$ cat src/rastk_consts.vh
// Constants for the return address stack block: register map, fields, resets, vectors
`ifndef RASTK_CONSTS_VH
`define RASTK_CONSTS_VH

`define RASTK_PC_W 21
`define RASTK_PTR_W 5
`define RASTK_DEPTH 5'h1f
`define RASTK_PTR_ZERO 5'h00
`define RASTK_PTR_ONE 5'h01
`define RASTK_PC_STEP 21'h000002

// Register byte addresses
`define RASTK_ADDR_W 8
`define RASTK_OFS_POINTER 8'h00
`define RASTK_OFS_TOP_UPPER 8'h04
`define RASTK_OFS_TOP_HIGH 8'h08
`define RASTK_OFS_TOP_LOW 8'h0c
`define RASTK_OFS_CONFIG 8'h10

// Pointer register fields
`define RASTK_BIT_FULL 7
`define RASTK_BIT_UNDER 6
`define RASTK_PTR_MSB 4

// Top entry slices
`define RASTK_UPPER_MSB 20
`define RASTK_UPPER_LSB 16
`define RASTK_HIGH_MSB 15
`define RASTK_HIGH_LSB 8
`define RASTK_LOW_MSB 7
`define RASTK_LOW_LSB 0

// Configuration register
`define RASTK_BIT_ERR_RST 0
`define RASTK_ERR_RST_RESET 1'b1

// Program memory map
`define RASTK_VEC_RESET 21'h000000
`define RASTK_VEC_HIGH 21'h000008
`define RASTK_VEC_LOW 21'h000018
`define RASTK_PMEM_END 21'h008000
`define RASTK_FETCH_W 16
`define RASTK_FETCH_NOP 16'h0000

// AXI responses
`define RASTK_RESP_OKAY 2'h0
`define RASTK_RESP_SLVERR 2'h2

`endif

$ cat src/rastk_return_address_stack.v
// Return address stack with top-of-stack access, pointer flags and an AXI4-Lite register slave
`timescale 1ns/1ps
`include "rastk_consts.vh"

// Notes on behaviour
// - Fetches above implemented memory, up to 2 Mbyte top, return zero (a no-op).
// - Execution starts at 0000h after reset; interrupt vectors are 0008h and 0018h.
// - Calls, relative calls and interrupt acknowledge push the current program counter.
// - Return, return-with-literal and return-from-interrupt load the program counter from stack.
// - Calls and returns never touch the program counter upper and high latches.
// - Storage is 31 entries of 21 bits addressed by a 5-bit pointer.
// - Every reset clears the pointer; pointer zero has no entry, first push lands in one.
// - A push increments the pointer first, then writes the new entry.
// - A pop reads the current entry first, then decrements the pointer.
// - Upper, high and low top-entry registers read and write the selected entry.
// - Software reads and writes the pointer, range 0 to 31.
// - The 31st push sets the sticky full flag; only software or power-on clears it.
// - With error reset enabled, the 31st push stores pc plus two, flags, resets, pointer zero.
// - With error reset disabled, the pointer stops at 31 and further pushes are dropped.
// - Return on empty loads zero; any pop on empty sets sticky underflow, pointer stays zero.
// - With error reset enabled an underflow also resets the device.
// - Explicit push stores the program counter in a new top entry, no redirect.
// - Explicit pop only decrements the pointer, program counter unchanged.
// - Pointer register: bit 7 full, bit 6 underflow, bit 5 zero, bits 4-0 pointer.
// - Instruction fetch and data access use separate buses and may coincide.
module rastk_return_address_stack (
    // Clock and power-on reset
    input wire i_clk_sys,
    input wire i_resetn,
    // Any other device reset, one-cycle pulse
    input wire i_dev_reset,
    // Core stack requests, one-cycle pulses
    input wire i_call_push,
    input wire i_irq_ack,
    input wire i_irq_high,
    input wire i_push_instr,
    input wire i_return_pop,
    input wire i_pop_instr,
    input wire [20:0] i_pc,
    // Program fetch port
    input wire i_fetch_req,
    input wire [20:0] i_fetch_addr,
    input wire [15:0] i_fetch_mem_data,
    // Core results
    output reg o_pc_load,
    output reg [20:0] o_pc_value,
    output reg o_dev_reset_req,
    output reg o_fetch_valid,
    output reg [15:0] o_fetch_data,
    // AXI4-Lite write address and data
    input wire i_awvalid,
    output reg o_awready,
    input wire [7:0] i_awaddr,
    input wire i_wvalid,
    output reg o_wready,
    input wire [31:0] i_wdata,
    input wire [3:0] i_wstrb,
    // AXI4-Lite write response
    output reg o_bvalid,
    input wire i_bready,
    output reg [1:0] o_bresp,
    // AXI4-Lite read
    input wire i_arvalid,
    output reg o_arready,
    input wire [7:0] i_araddr,
    output reg o_rvalid,
    input wire i_rready,
    output reg [31:0] o_rdata,
    output reg [1:0] o_rresp
);

    reg [20:0] stack_mem [1:31];
    reg [4:0] ptr;
    reg stack_full_flag;
    reg stack_underflow_flag;
    reg stack_error_reset_enable;

    reg aw_held;
    reg [7:0] aw_addr;
    reg w_held;
    reg [31:0] w_data;
    reg [3:0] w_strb;

    wire do_push;
    wire do_pop;
    wire [4:0] ptr_inc;
    wire [4:0] ptr_dec;
    wire [20:0] top_entry;
    wire wr_fire;
    wire sw_ptr_wr;
    wire sw_cfg_wr;
    wire sw_upper_wr;
    wire sw_high_wr;
    wire sw_low_wr;
    wire ptr_lane;
    wire [7:0] ptr_wbyte;

    reg [4:0] next_ptr;
    reg next_full_set;
    reg next_under_set;
    reg next_err_reset;
    reg next_pc_load;
    reg [20:0] next_pc_value;
    reg next_mem_wr;
    reg [20:0] next_mem_data;
    reg [31:0] rd_word;
    reg rd_ok;
    reg wr_ok;

    // Interrupt acknowledge pushes just like a call; call and explicit push do not redirect, only interrupt acknowledge does
    assign do_push = i_call_push | i_irq_ack | i_push_instr;
    assign do_pop = i_return_pop | i_pop_instr;
    assign ptr_inc = ptr + `RASTK_PTR_ONE;
    assign ptr_dec = ptr - `RASTK_PTR_ONE;
    // Pointer zero has no storage; it reads as zero
    assign top_entry = (ptr == `RASTK_PTR_ZERO) ? {`RASTK_PC_W{1'b0}} : stack_mem[ptr];

    assign wr_fire = aw_held & w_held & ~o_bvalid;
    assign sw_ptr_wr = wr_fire & (aw_addr == `RASTK_OFS_POINTER);
    assign sw_cfg_wr = wr_fire & (aw_addr == `RASTK_OFS_CONFIG) & w_strb[0];
    assign sw_upper_wr = wr_fire & (aw_addr == `RASTK_OFS_TOP_UPPER) & w_strb[0];
    assign sw_high_wr = wr_fire & (aw_addr == `RASTK_OFS_TOP_HIGH) & w_strb[0];
    assign sw_low_wr = wr_fire & (aw_addr == `RASTK_OFS_TOP_LOW) & w_strb[0];
    assign ptr_lane = sw_ptr_wr & w_strb[0];
    assign ptr_wbyte = w_data[7:0];

    // Stack operation decode; a core operation wins over a software pointer write in the same cycle
    always @* begin
        next_ptr = ptr;
        next_full_set = 1'b0;
        next_under_set = 1'b0;
        next_err_reset = 1'b0;
        next_pc_load = 1'b0;
        next_pc_value = o_pc_value;
        next_mem_wr = 1'b0;
        next_mem_data = i_pc;
        if (do_push) begin
            if (ptr == `RASTK_DEPTH) begin
                // Stack already holds 31 entries: drop the push, keep the top
                next_full_set = 1'b1;
                next_err_reset = stack_error_reset_enable;
            end else begin
                next_ptr = ptr_inc;
                next_mem_wr = 1'b1;
                if (ptr_inc == `RASTK_DEPTH) begin
                    next_full_set = 1'b1;
                    if (stack_error_reset_enable) begin
                        next_mem_data = i_pc + `RASTK_PC_STEP;
                        next_err_reset = 1'b1;
                    end
                end
            end
        end else if (do_pop) begin
            if (ptr == `RASTK_PTR_ZERO) begin
                next_under_set = 1'b1;
                next_err_reset = stack_error_reset_enable;
                if (i_return_pop) begin
                    next_pc_load = 1'b1;
                    next_pc_value = {`RASTK_PC_W{1'b0}};
                end
            end else begin
                // Entry is read before the pointer moves
                next_ptr = ptr_dec;
                if (i_return_pop) begin
                    next_pc_load = 1'b1;
                    next_pc_value = top_entry;
                end
            end
        end else if (ptr_lane) begin
            next_ptr = ptr_wbyte[`RASTK_PTR_MSB:0];
        end
    end

    // Pointer, device reset request and program counter result
    always @(posedge i_clk_sys or negedge i_resetn) begin
        if (!i_resetn) begin
            ptr <= `RASTK_PTR_ZERO;
            o_dev_reset_req <= 1'b0;
            o_pc_load <= 1'b0;
            o_pc_value <= `RASTK_VEC_RESET;
        end else if (i_dev_reset | o_dev_reset_req) begin
            // Any reset, including the one this block requests, returns to the reset vector
            ptr <= `RASTK_PTR_ZERO;
            o_dev_reset_req <= 1'b0;
            o_pc_load <= 1'b1;
            o_pc_value <= `RASTK_VEC_RESET;
        end else begin
            ptr <= next_ptr;
            o_dev_reset_req <= next_err_reset;
            if (i_irq_ack) begin
                o_pc_load <= 1'b1;
                o_pc_value <= i_irq_high ? `RASTK_VEC_HIGH : `RASTK_VEC_LOW;
            end else begin
                // Only the counter is steered; the upper and high latches live elsewhere, untouched
                o_pc_load <= next_pc_load;
                o_pc_value <= next_pc_value;
            end
        end
    end

    // Storage has no reset; entries are only meaningful at or below the pointer
    always @(posedge i_clk_sys) begin
        if (next_mem_wr & ~i_dev_reset & ~o_dev_reset_req) begin
            stack_mem[ptr_inc] <= next_mem_data;
        end else if (~do_push & ~do_pop & (ptr != `RASTK_PTR_ZERO)) begin
            if (sw_upper_wr) begin
                stack_mem[ptr] <= {w_data[4:0], top_entry[`RASTK_HIGH_MSB:0]};
            end else if (sw_high_wr) begin
                stack_mem[ptr] <= {top_entry[`RASTK_UPPER_MSB:`RASTK_UPPER_LSB], w_data[7:0],
                    top_entry[`RASTK_LOW_MSB:0]};
            end else if (sw_low_wr) begin
                stack_mem[ptr] <= {top_entry[`RASTK_UPPER_MSB:`RASTK_HIGH_LSB], w_data[7:0]};
            end
        end
    end

    // Sticky flags: only power-on reset or a software zero clears them, and a set wins
    always @(posedge i_clk_sys or negedge i_resetn) begin
        if (!i_resetn) begin
            stack_full_flag <= 1'b0;
            stack_underflow_flag <= 1'b0;
        end else begin
            if (next_full_set & ~i_dev_reset & ~o_dev_reset_req) begin
                stack_full_flag <= 1'b1;
            end else if (ptr_lane & ~ptr_wbyte[`RASTK_BIT_FULL]) begin
                stack_full_flag <= 1'b0;
            end
            if (next_under_set & ~i_dev_reset & ~o_dev_reset_req) begin
                stack_underflow_flag <= 1'b1;
            end else if (ptr_lane & ~ptr_wbyte[`RASTK_BIT_UNDER]) begin
                stack_underflow_flag <= 1'b0;
            end
        end
    end

    // Error reset enable is a configuration bit; it survives device resets
    always @(posedge i_clk_sys or negedge i_resetn) begin
        if (!i_resetn) begin
            stack_error_reset_enable <= `RASTK_ERR_RST_RESET;
        end else if (sw_cfg_wr) begin
            stack_error_reset_enable <= w_data[`RASTK_BIT_ERR_RST];
        end
    end

    // Fetch port runs beside the register bus, so both may act in one cycle
    always @(posedge i_clk_sys or negedge i_resetn) begin
        if (!i_resetn) begin
            o_fetch_valid <= 1'b0;
            o_fetch_data <= `RASTK_FETCH_NOP;
        end else begin
            o_fetch_valid <= i_fetch_req;
            if (i_fetch_addr >= `RASTK_PMEM_END) begin
                o_fetch_data <= `RASTK_FETCH_NOP;
            end else begin
                o_fetch_data <= i_fetch_mem_data;
            end
        end
    end

    // Write channel: address and data are taken independently, response after both
    always @(posedge i_clk_sys or negedge i_resetn) begin
        if (!i_resetn) begin
            aw_held <= 1'b0;
            aw_addr <= 8'h00;
            w_held <= 1'b0;
            w_data <= 32'h00000000;
            w_strb <= 4'h0;
            o_awready <= 1'b0;
            o_wready <= 1'b0;
            o_bvalid <= 1'b0;
            o_bresp <= `RASTK_RESP_OKAY;
        end else begin
            o_awready <= ~aw_held & ~o_awready & i_awvalid;
            o_wready <= ~w_held & ~o_wready & i_wvalid;
            if (i_awvalid & o_awready) begin
                aw_held <= 1'b1;
                aw_addr <= i_awaddr;
            end
            if (i_wvalid & o_wready) begin
                w_held <= 1'b1;
                w_data <= i_wdata;
                w_strb <= i_wstrb;
            end
            if (wr_fire) begin
                o_bvalid <= 1'b1;
                o_bresp <= wr_ok ? `RASTK_RESP_OKAY : `RASTK_RESP_SLVERR;
            end else if (o_bvalid & i_bready) begin
                o_bvalid <= 1'b0;
                aw_held <= 1'b0;
                w_held <= 1'b0;
            end
        end
    end

    always @* begin
        if (aw_addr == `RASTK_OFS_POINTER) begin
            wr_ok = 1'b1;
        end else if (aw_addr == `RASTK_OFS_TOP_UPPER) begin
            wr_ok = 1'b1;
        end else if (aw_addr == `RASTK_OFS_TOP_HIGH) begin
            wr_ok = 1'b1;
        end else if (aw_addr == `RASTK_OFS_TOP_LOW) begin
            wr_ok = 1'b1;
        end else if (aw_addr == `RASTK_OFS_CONFIG) begin
            wr_ok = 1'b1;
        end else begin
            wr_ok = 1'b0;
        end
    end

    // Read decode; bit 5 of the pointer register and all upper bits read zero
    always @* begin
        rd_word = 32'h00000000;
        rd_ok = 1'b1;
        if (i_araddr == `RASTK_OFS_POINTER) begin
            rd_word[`RASTK_BIT_FULL] = stack_full_flag;
            rd_word[`RASTK_BIT_UNDER] = stack_underflow_flag;
            rd_word[`RASTK_PTR_MSB:0] = ptr;
        end else if (i_araddr == `RASTK_OFS_TOP_UPPER) begin
            rd_word[4:0] = top_entry[`RASTK_UPPER_MSB:`RASTK_UPPER_LSB];
        end else if (i_araddr == `RASTK_OFS_TOP_HIGH) begin
            rd_word[7:0] = top_entry[`RASTK_HIGH_MSB:`RASTK_HIGH_LSB];
        end else if (i_araddr == `RASTK_OFS_TOP_LOW) begin
            rd_word[7:0] = top_entry[`RASTK_LOW_MSB:`RASTK_LOW_LSB];
        end else if (i_araddr == `RASTK_OFS_CONFIG) begin
            rd_word[`RASTK_BIT_ERR_RST] = stack_error_reset_enable;
        end else begin
            rd_ok = 1'b0;
        end
    end

    // Read channel: address taken in one cycle, data the next
    always @(posedge i_clk_sys or negedge i_resetn) begin
        if (!i_resetn) begin
            o_arready <= 1'b0;
            o_rvalid <= 1'b0;
            o_rdata <= 32'h00000000;
            o_rresp <= `RASTK_RESP_OKAY;
        end else begin
            o_arready <= ~o_arready & ~o_rvalid & i_arvalid;
            if (i_arvalid & o_arready) begin
                o_rvalid <= 1'b1;
                o_rdata <= rd_word;
                o_rresp <= rd_ok ? `RASTK_RESP_OKAY : `RASTK_RESP_SLVERR;
            end else if (o_rvalid & i_rready) begin
                o_rvalid <= 1'b0;
            end
        end
    end

endmodule

$ cat config.mk
export PLATFORM = sky130hd
export DESIGN_NAME = rastk_return_address_stack
export DESIGN_NICKNAME = d
export VERILOG_FILES = /design/src/rastk_return_address_stack.v
export VERILOG_INCLUDE_DIRS = /design/src
export SDC_FILE = /design/constraint.sdc
export NUM_CORES = 1
export LEC_CHECK = 0
export BUFFER_PORTS_ARGS = -buffer_cell sky130_fd_sc_hd__buf_2
export CAP_MARGIN = 20
export CELL_PAD_IN_SITES_DETAIL_PLACEMENT = 1
export CELL_PAD_IN_SITES_GLOBAL_PLACEMENT = 1
export CORE_ASPECT_RATIO = 0.75
export CORE_MARGIN = 2
export CORE_UTILIZATION = 56
export CTS_BUF_LIST = sky130_fd_sc_hd__clkbuf_16
export DETAILED_ROUTE_END_ITERATION = 10
export GPL_TIMING_DRIVEN = 0
export PLACE_DENSITY_LB_ADDON = 0.1
export SLEW_MARGIN = 20
export SYNTH_ARGS = -nofsm -noshare
export SYNTH_HDL_FRONTEND = slang
export SYNTH_SLANG_ARGS = --single-unit
$ cat constraint.sdc
create_clock -name i_clk_sys -period 10.35 [get_ports i_clk_sys]
set_input_delay 2.5875 -clock i_clk_sys [delete_from_list [all_inputs] [get_ports i_clk_sys]]
set_output_delay 2.5875 -clock i_clk_sys [all_outputs]
set_load 0.01 [all_outputs]
==> summary.txt, run 1 <==
Power
  • Worst vdd rail ir drop: ~0.17 mV
  • Total power: between 7 and 8 mW
  • PD cells: approximately 200 mW/mm²
  • Pleak: 12.3 nW

Critical path
  • CP Class: flip-flop to flip-flop
  • CP Launch Type: flip-flop
  • Endpoint class of the critical path: flip-flop
  • R2r endpoint: stack_mem[14][0]
  • Reg2Reg Launch Point: ptr[1]
  • Worst-path fanout max: 14
  • Worst setup endpoint: stack_mem[14][0]
  • Worst EP required: around 11000 ps
  • Crit. Startpoint: ptr[1]
  • Flop2flop setup slack: ~3100 ps
  • Critical Path AT: between 7000 and 8000 ps
  • Reg2Reg Depth: 14

Timing
  • Final setup viols: 0
  • Slew Viols, Final: 0
  • Max Fclk: roughly 140 MHz
  • Worst slew margin: between 10% and 20%
  • RSZ-0062 raised after global routing: false
  • Final Skew: around 32 ps
  • Min cycle time layout: between 7000 and 8000 ps
  • Final period util: 69.7%
  • Worst slew pin tran: about 1300 ps
  • Setup tns final: 0 ps
  • Hold Fails Final Rpt: 0
  • Hold_ws: between 400 and 500 ps

Synth
  • Main flop type after synthesis: edfxtp_1
  • Seq/Total Area, Yosys: 71.7%
  • Ys async rst share: between 10 and 15%
  • Number of synthesized flops with an enable pin: around 650
  • Post-Syn Area: 0.0301 mm²
  • Syn Area/Cell: between 15 and 20 µm²
  • Syn. warnings: 0
  • Synth Register Bits: 733
  • Cell count after synthesis: approximately 1800
  • Yosys cell types: 78

GRT
  • Global-route wire length before repair: 148000 µm
  • GRT Util Overall: 38.6%
  • Aggregate global routing overflow: 0
  • Antenna violations before repair: 6
  • Vias in the first global route: between 15000 and 20000
  • Largest net degree at the start of global routing: 43

Floorplan
  • FP Rows: between 70 and 80
  • Die ar.: between 0.05 and 0.06 mm²
  • Boundary Pins: just over 200
  • Die width: 272 µm
  • Initial Utilization: 56.8%
  • Core region area: around 0.053 mm²
  • Die Span Y: just over 200 µm

Finish
  • Ratio of cells with drive above 1 in the final layout: 27.0%
  • Nets: ~2200
  • Final Util: approximately 67%
  • Commonest non-fill, non-tap cell in the layout: edfxtp_1
  • Syn-to-layout area delta: 18.3%
  • Most frequent cells in the layout: 651 x edfxtp_1, 168 x buf_2, 133 x mux2i_1

CTS
  • CTS tree: built
  • H-tree depth: 3
  • CTS resizes: 0
  • Maximum clock path buffer count: 3
  • Clock sinks: roughly 730
  • Clock insertion delay at the later pin of the skew report: about 630 ps
  • Postcts setup bufs: 0
  • CTS buffer count: 71
  • Clock Pin Slew Worst Setup and Hold Paths: around 70 ps
  • Hold_buf cts: 0
  • Root Driver: clkbuf_16

Detailed routing
  • Iter 0 DRT Violations: around 3000
  • DR WL/cell: between 30 and 40 µm
  • DRC: 0
  • First-pass detailed-route iteration total: 6
  • Final wirelength: approximately 110000 µm
  • ANT nets after route: 0
  • Vias per inst: just over 7
  • Vias post-DR: around 20000

Placed design
  • Input/output buffers: 137
  • HPWL Detailed: 71800 µm
  • Routability congestion estimate: a little over 0.9

Flow run
  • Max-cap violation count: 0

Hold path
  • HP Class: flip-flop to flip-flop
  • Hold Path Depth: 1

Outcome
  • Status: finished clean
[synthesized netlist by cell type, drive strengths merged (6+ instances only)]
cell type	count	area [µm²]
edfxtp	651	19500
mux2i	136	1360
mux4	109	2450
nor2	108	408
dfrtp	81	2030
buf	78	472
nand2	72	270
a21oi	56	280
a22oi	43	337
clkbuf	41	194
o21ai	41	205
nand3	33	165
a22o	23	201
mux2	23	259
and2	22	138
nor4	20	125
xor2	18	158
a211oi	17	128
nor3	15	85.1
inv	12	45.0
and3	11	68.8
or3	10	68.8
a221oi	8	70.1
a31oi	8	50.1
nand4	8	56.3
nor2b	8	50.1
o211ai	8	60.1
nor3b	7	52.6
o22ai	7	43.8
ha	6	75.1
or2	6	40.0
[per-stage QoR]
stage	setup slack [ps]	instances	cell area, µm²
after floorplan	4210	1785	30200
after CTS	3400	2814	35600
final	3140	2820	35700
after global routing	3210	2814	35600
after global placement	1890	2634	31800
after detailed placement	3590	2685	33400
[worst max-delay path: stages (launching register included)]
cell and delay [ps]:
dfrtp_1 380, clkbuf_1 140, clkbuf_1 790, clkbuf_1 900, inv_1 600, ha_1 520
or4b_2 260, clkbuf_1 470, nand3_1 280, nor3_2 650, or3_1 270, o22ai_1 140
a32oi_1 910, nor2_4 290, buf_16 270
[final cells by class]
class	instances	area, µm²
sequential	733	21600
fill	4551	17400
multi-input combinational	921	8390
clock buffer	74	1850
timing repair buffer	188	1770
tap	712	891
buffer	119	671
clock inverter	55	418
inverter	12	45.0
antenna	6	15.0
[report_power, final]
part / leakage [nW] / internal (mW) / total [mW] / switching [mW]
Combinational: 4.22 / 0.354 / 1.07 / 0.720
Sequential: 6.92 / 3.31 / 3.39 / 0.0786
Clock: 1.18 / 1.45 / 2.59 / 1.14
Total: 12.3 / 5.12 / 7.05 / 1.94
[cells by family (layout without fill, tap and decap cells)]
kind of cell               count (synthesis)  in the layout  synth area share (%)
DFF                                      733            733                  71.7
and+or+nand+nor                          341            341                  5.64
muxes                                    268            268                  13.5
AOI/OAI and AO/OA                        258            258                  5.91
buffers and inverters                    131            448                  2.36
xor gates and xnor gates                  22             22                 0.639
adders and majority gates                  6              6                 0.249
other                                      1             32                0.0124
[sequential cells by signal, summed over array words and instances, names as in the netlist, 5 cells and up]
name / cells
o_fetch_data: 16
aw_addr: 8
stack_mem: 651
o_pc_value: 21
w_data: 8
o_rdata: 8
ptr: 5
[metal layers]
layer / global-route usage (%) / share of wire [%] / vias up
li1: - / - / 7597
met1: 52.6 / 37 / 10300
met2: 57.8 / 45 / 1608
met3: 12.5 / 13 / 332
met4: 16.0 / 4.8 / 4
met5: 0 / 0.065 / -
[worst min path at each step]
stage	from	endpoint	slack [ps]
2_1_floorplan	aw_held	o_awready	450
3_3_place_gp	o_rvalid	o_arready	450
3_5_place_dp	o_arready	o_arready	470
4_1_cts	o_rvalid	o_arready	480
5_1_grt	o_rvalid	o_arready	500
6_report	o_rvalid	o_arready	480
Note: power is estimated with default switching activity, not from simulation.
==> inputs of run 2 (changes only) <==
CORE_UTILIZATION = 47   (was 56)
clock period = 6 ns   (was 10.35 ns; I/O delays follow)
==> summary.txt, run 2 (synthesized netlist as in run 1, its figures left out) <==
GRT
  • Vias in the first global route: 19400 (-1.6%)
  • Global-route wire length before repair: 149000 µm (+0.87%)
  • GRT Util Overall: 32.9% (-5.7 points)
  • Aggregate global routing overflow: 0 (unchanged)
  • Largest net degree at the start of global routing: 46 (+7.0%)
  • Antenna violations before repair: 9 (+3)

CTS
  • Maximum clock path buffer count: 3 (unchanged)
  • Hold_buf cts: 0 (unchanged)
  • H-tree depth: 3 (unchanged)
  • CTS buffer count: 72 (+1.4%)
  • Clock sinks: 733 (unchanged)
  • Clock insertion delay at the later pin of the skew report: 630 ps (about the same)
  • CTS tree: built
  • Clock Pin Slew Worst Setup and Hold Paths: 60 ps (about the same)
  • Root Driver: clkbuf_16

Detailed routing
  • Vias per inst: 6.47 (-8.2%)
  • Iter 0 DRT Violations: 2761 (-8.5%)
  • DRC: 0 (unchanged)
  • ANT nets after route: 0 (unchanged)
  • Vias post-DR: 19400 (-2.4%)
  • First-pass detailed-route iteration total: 5 (-1)
  • Final wirelength: 108000 µm (+2.0%)
  • DR WL/cell: 36.2 µm (-4.1%)

Critical path
  • Largest delay share family, worst path: buffers and inverters
  • CP Class: flip-flop to flip-flop
  • CP dominant cell by count: clkbuf_2
  • Crit-path max cell delay: 680 ps (-230 ps)
  • Worst-path fanout max: 16 (+2)
  • Critical Path AT: 6310 ps (-1250 ps)
  • Worst EP required: 6470 ps (-4230 ps)
  • Levels on crit path: 13 (-1)
  • Worst path cell trace: clkbuf_1 > clkbuf_2 > clkbuf_2 > clkinvlp_4 > ha_1 > nor2_1 > o21ai_0 > a21oi_1 > a211oi_1 > nor4_4 > mux2i_1 > a21oi_4 > buf_8
  • Buffers & Inverters on Critical Path: 5 (-1)
  • Reg2Reg Depth: 13 (-1)
  • CP max-delay cell: nor2_1
  • CP Launch Type: flip-flop
  • Endpoint class of the critical path: flip-flop

Hold path
  • HP Class: flip-flop to flip-flop
  • Hold Path Depth: 1 (unchanged)

Timing
  • Final period util: 97.3% (+28 points)
  • RSZ-0062 raised after global routing: false
  • Slew Viols, Final: 0 (unchanged)
  • Worst slew margin: 23.5% (+8.6 points)
  • Min cycle time layout: 5840 ps (-1380 ps)
  • Setup tns final: 0 ps (unchanged)
  • Final setup viols: 0 (unchanged)
  • Worst slew pin tran: 1140 ps (-133 ps)
  • Max Fclk: 171 MHz (+24%)
  • Final Skew: 27.4 ps (-4.82 ps)
  • Hold Fails Final Rpt: 0 (unchanged)
  • Hold_ws: 476 ps (-5.84 ps)

Floorplan
  • FP Rows: 80 (+9.6%)
  • Die Span Y: 223 µm (+9.0%)
  • Initial Utilization: 47.4% (-9.4 points)
  • Die width: 296 µm (+9.0%)
  • Boundary Pins: 206 (unchanged)
  • Die ar.: 0.0662 mm² (+19%)
  • Core region area: 0.0636 mm² (+20%)

Finish
  • Fin cells: 2999 (+6.3%)
  • Regs by FF count: stack_mem: 651 flops, o_pc_value: 21 flops, o_fetch_data: 16 flops
  • Most flop-heavy register: stack_mem
  • Commonest non-fill, non-tap cell in the layout: edfxtp_1
  • Most frequent cells in the layout: 651 x edfxtp_1, 167 x buf_2, 133 x mux2i_1
  • Nets: 2209 (+1.5%)
  • Filler cells: 5727 (+26%)
  • Fin area: 0.0365 mm² (+2.5%)
  • Multi-input logic area: 0.00848 mm² (+1.1%)
  • Ratio of cells with drive above 1 in the final layout: 29.3% (+2.2 points)
  • FF+latch area: 0.0216 mm² (unchanged)
  • Syn-to-layout area delta: 21.2%
  • Max reg flops: 651 (unchanged)

Power
  • PD cells: 334 mW/mm² (+69%)
  • Worst vdd rail ir drop: 0.270 mV (+57%)
  • Pleak: 12.6 nW (+2.4%)
  • Total power: 12.2 mW (+73%)

Placed design
  • Input/output buffers: 137 (unchanged)
  • HPWL Detailed: 74700 µm (+3.9%)
  • Routability congestion estimate: 0.924 (+1.3%)
  • Post-DP Area: 0.0338 mm² (+1.4%)
  • Placed cells: 2845 (+6.0%)

Flow run
  • Max-cap violation count: 0 (unchanged)

Outcome
  • Status: finished clean
==> run 2: path summary, 6_finish.rpt <==
kind,from,end,slack [ps]
worst max-delay path,ptr[1],stack_mem[14][10],160
worst max register to register,ptr[1],stack_mem[14][10],160
worst min register to register,o_rvalid,o_arready,480
max in group asynchronous,i_resetn,stack_error_reset_enable,4440
min in group asynchronous,i_resetn,o_fetch_valid,860
worst min-delay path,o_rvalid,o_arready,480
==> run 2: worst register-to-register path, stage by stage, from the launching register on <==
cell        delay, ps
dfrtp_1           370
clkbuf_1          140
clkbuf_2          460
clkbuf_2          610
clkinvlp_4        500
ha_1              460
nor2_1            680
o21ai_0           250
a21oi_1           250
a211oi_1          130
nor4_4            630
mux2i_1           340
a21oi_4           620
buf_8             240
==> run 2: routing by layer <==
layer | up-vias | GRT usage (%) | share of wire, %
met4 | 4 | 11.7 | 3.7
li1 | 7666 | - | -
met2 | 1265 | 48.2 | 44
met1 | 10200 | 47.3 | 40
met5 | - | 0 | 0.024
met3 | 232 | 9.24 | 12
==> run 2: per-stage QoR <==
stage	util [%]	setup WS [ps]
3_3_place_gp	50.3	-2930
5_1_grt	57.5	87.8
3_5_place_dp	53.2	-956
6_report	57.5	162
2_1_floorplan	-	952
4_1_cts	57.1	63.4
==> run 2: where the power goes <==
part           switching, mW  internal, mW
combinational           1.24         0.624
clock                   2.02          2.46
sequential             0.137          5.72
total                   3.40          8.80
==> run 2: layout make-up <==
class                   instances  area share (%)
clock inverters                57            1.17
multi-input cells             922            23.2
inverters                      12           0.134
plain buffers                 118            1.88
flip-flops and latches        733            59.1
clock buffers                  75            5.14
well taps                     861            2.95
repair buffers                219            6.37
diodes                          2          0.0137
==> run 2: what timing repair did <==
action,4_1_cts,5_1_grt
endpoints found under the setup margin,1235,270
gates resized for setup,13,6
gates cloned,0,1
buffers inserted,8,12
pin swaps,4,7
==> inputs of run 3 (changes only) <==
BUFFER_PORTS_ARGS = default   (was -buffer_cell sky130_fd_sc_hd__buf_2)
CORE_UTILIZATION = 49   (was 47)
DONT_BUFFER_PORTS = 1   (was default)
==> summary.txt, run 3 (synthesized netlist as in run 1, its figures left out) <==
Critical path
  • CP Launch Type: flip-flop
  • Critical Path AT: 6190 ps (-120 ps)
  • Worst path cell trace: buf_2 > buf_2 > buf_4 > buf_4 > inv_2 > ha_1 > or4b_2 > clkbuf_1 > nand3_1 > nor3_4 > or3_1 > o22ai_1 > a32oi_2 > nor2_4 > buf_12
  • R2r endpoint: stack_mem[12][6]
  • Worst EP required: 6320 ps (-150 ps)
  • Reg2Reg Launch Point: ptr[0]
  • Crit-path max cell delay: 630 ps (-50 ps)
  • CP max-delay cell: nor2_4
  • Reg2Reg Depth: 15 (+2)
  • Flop2flop setup slack: 120 ps (-40 ps)
  • CP Class: flip-flop to flip-flop
  • Worst-path fanout max: 13 (-3)
  • Endpoint class of the critical path: flip-flop

Detailed routing
  • Vias per inst: 6.64 (+2.6%)
  • ANT nets after route: 0 (unchanged)
  • Vias post-DR: 18500 (-4.8%)
  • Final wirelength: 105000 µm (-2.9%)
  • DRC: 0 (unchanged)
  • Iter 0 DRT Violations: 2465 (-11%)
  • DR WL/cell: 37.8 µm (+4.6%)
  • First-pass detailed-route iteration total: 5 (unchanged)

Finish
  • Filler cells: 5375 (-6.1%)
  • Nets: 2058 (-6.8%)
  • FF+latch area: 0.0216 mm² (unchanged)
  • Regs by FF count: stack_mem: 651 flops, o_pc_value: 21 flops, o_fetch_data: 16 flops
  • Multi-input logic area: 0.00847 mm² (-0.10%)
  • Most frequent cells in the layout: 651 x edfxtp_1, 133 x mux2i_1, 109 x mux4_2
  • Syn-to-layout area delta: 17.6%
  • Antenna cells: 0 (-2)
  • Fin area: 0.0354 mm² (-3.0%)
  • Commonest non-fill, non-tap cell in the layout: edfxtp_1
  • Most flop-heavy register: stack_mem
  • Fin cells: 2783 (-7.2%)
  • Ratio of cells with drive above 1 in the final layout: 23.8% (-5.5 points)
  • Final Util: 58.5% (+0.99 points)
  • Max reg flops: 651 (unchanged)

Timing
  • Setup ws final: 125 ps (-37.0 ps)
  • Setup tns final: 0 ps (unchanged)
  • Worst slew pin tran: 1330 ps (+186 ps)
  • Slew Viols, Final: 0 (unchanged)
  • Hold_ws: 509 ps (+33.7 ps)
  • Min cycle time layout: 5880 ps (+37.0 ps)
  • Final Skew: 30.5 ps (+3.08 ps)
  • Final setup viols: 0 (unchanged)
  • RSZ-0062 raised after global routing: true
  • Worst slew margin: 10.8% (-13 points)
  • Hold Fails Final Rpt: 0 (unchanged)
  • Final period util: 97.9% (+0.62 points)
  • Max Fclk: 170 MHz (-0.63%)

Outcome
  • Status: finished clean

CTS
  • Clock Pin Slew Worst Setup and Hold Paths: 70 ps (about the same)
  • H-tree depth: 3 (unchanged)
  • Clock sinks: 733 (unchanged)
  • CTS tree: built
  • Hold_buf cts: 0 (unchanged)
  • Root Driver: clkbuf_16
  • Maximum clock path buffer count: 3 (unchanged)
  • Clock insertion delay at the later pin of the skew report: 640 ps (about the same)
  • CTS buffer count: 72 (unchanged)

Flow run
  • Max-cap violation count: 0 (unchanged)

GRT
  • Global-route wire length before repair: 145000 µm (-2.6%)
  • Vias in the first global route: 18300 (-5.4%)
  • Antenna violations before repair: 3 (-6)
  • GRT Util Overall: 33.3% (+0.41 points)
  • Largest net degree at the start of global routing: 83 (+80%)
  • Aggregate global routing overflow: 0 (unchanged)

Power
  • Switching pwr: 3.34 mW (-1.6%)
  • Combinational share of power: 14.3% (-1.0 points)
  • Clk pwr share: 38.0% (+1.3 points)
  • Worst vdd rail ir drop: 0.288 mV (+6.7%)
  • PD cells: 347 mW/mm² (+3.9%)
  • Sw frac: 27.2% (-0.66 points)
  • Sequential share of power: 47.8% (-0.2 points)
  • Pleak: 11.9 nW (-5.9%)
  • Internal cell power: 8.95 mW (+1.7%)
  • Total power: 12.3 mW (+0.79%)

Floorplan
  • Initial Utilization: 49.7% (+2.3 points)
  • Boundary Pins: 206 (unchanged)
  • Die ar.: 0.0635 mm² (-4.0%)
  • Core region area: 0.0606 mm² (-4.6%)
  • Die Span Y: 219 µm (-2.0%)
  • FP Rows: 78 (-2.5%)
  • Die width: 290 µm (-2.0%)

Placed design
  • Routability congestion estimate: 0.894 (-3.3%)
  • Input/output buffers: 0 (-100%)
  • Post-DP Area: 0.0328 mm² (-3.2%)
  • Placed cells: 2635 (-7.4%)
  • Pre-CTS setup slack: -714 ps (+242 ps)
  • HPWL Detailed: 72400 µm (-3.0%)

Hold path
  • Hold Path Sink: o_awready
  • Hold Path Depth: 1 (unchanged)
  • Hold Startpoint: aw_held
  • HP Class: flip-flop to flip-flop
## run 3: cell types whose count changed in the layout (fill, tap and decap cells not counted), moves of 3 or more
| cell | previous run | this run |
|---|---|---|
| inv_6 | 1 | 5 |
| buf_2 | 167 | 32 |
| buf_16 | 36 | 22 |
| bufinv_16 | 4 | 10 |
| clkinvlp_4 | 5 | 2 |
| clkinv_4 | 5 | 1 |
## run 3: power by group through the flow
stage,sequential (mW),clock (mW),combinational [mW]
2_1_floorplan,5.92,0,0.934
3_3_place_gp,5.98,0,1.53
3_5_place_dp,5.97,0,1.68
4_1_cts,5.87,4.69,1.70
5_1_grt,5.88,4.89,1.80
6_report,5.88,4.67,1.75
## run 3: layout make-up
| cell class | count | area share [%] |
|---|---|---|
| flip-flops and latches | 733 | 61.0 |
| multi-input cells | 921 | 23.9 |
| clock buffers | 73 | 5.16 |
| repair buffers | 68 | 3.52 |
| well taps | 800 | 2.82 |
| plain buffers | 119 | 1.94 |
| clock inverters | 57 | 1.56 |
| inverters | 12 | 0.127 |
## run 3: worst max path at each step
stage,startpoint,end,depth (start not counted)
2_1_floorplan,i_irq_ack,stack_mem[10][3],8
3_3_place_gp,ptr[1],stack_mem[26][7],12
3_5_place_dp,ptr[1],stack_mem[15][4],14
4_1_cts,ptr[2],stack_mem[5][20],12
5_1_grt,ptr[0],stack_mem[12][7],15
6_report,ptr[0],stack_mem[12][6],15
## run 3: repair_timing
action,4_1_cts,5_1_grt
pin swaps,3,5
resized for setup,12,6
setup buffers,7,10
setup endpoints to repair,1044,348
## run 3: worst max-delay path: cells and delay by family, from the launching register on
kind	cells	cell delay, ps
compound gates	2	530
buf+inv	7	2030
simple gates	5	2100
flops	1	390
fa+ha+maj	1	430
## run 3: metal layers
layer / part of all wire (%) / wire [µm] / up-vias / track usage, %
met1: 41 / 43400 / 9889 / 48.6
met4: 3.0 / 3190 / 0 / 9.44
li1: - / - / 7330 / -
met5: 0 / 0 / - / 0
met3: 11 / 11700 / 184 / 8.81
met2: 45 / 47100 / 1073 / 49.8
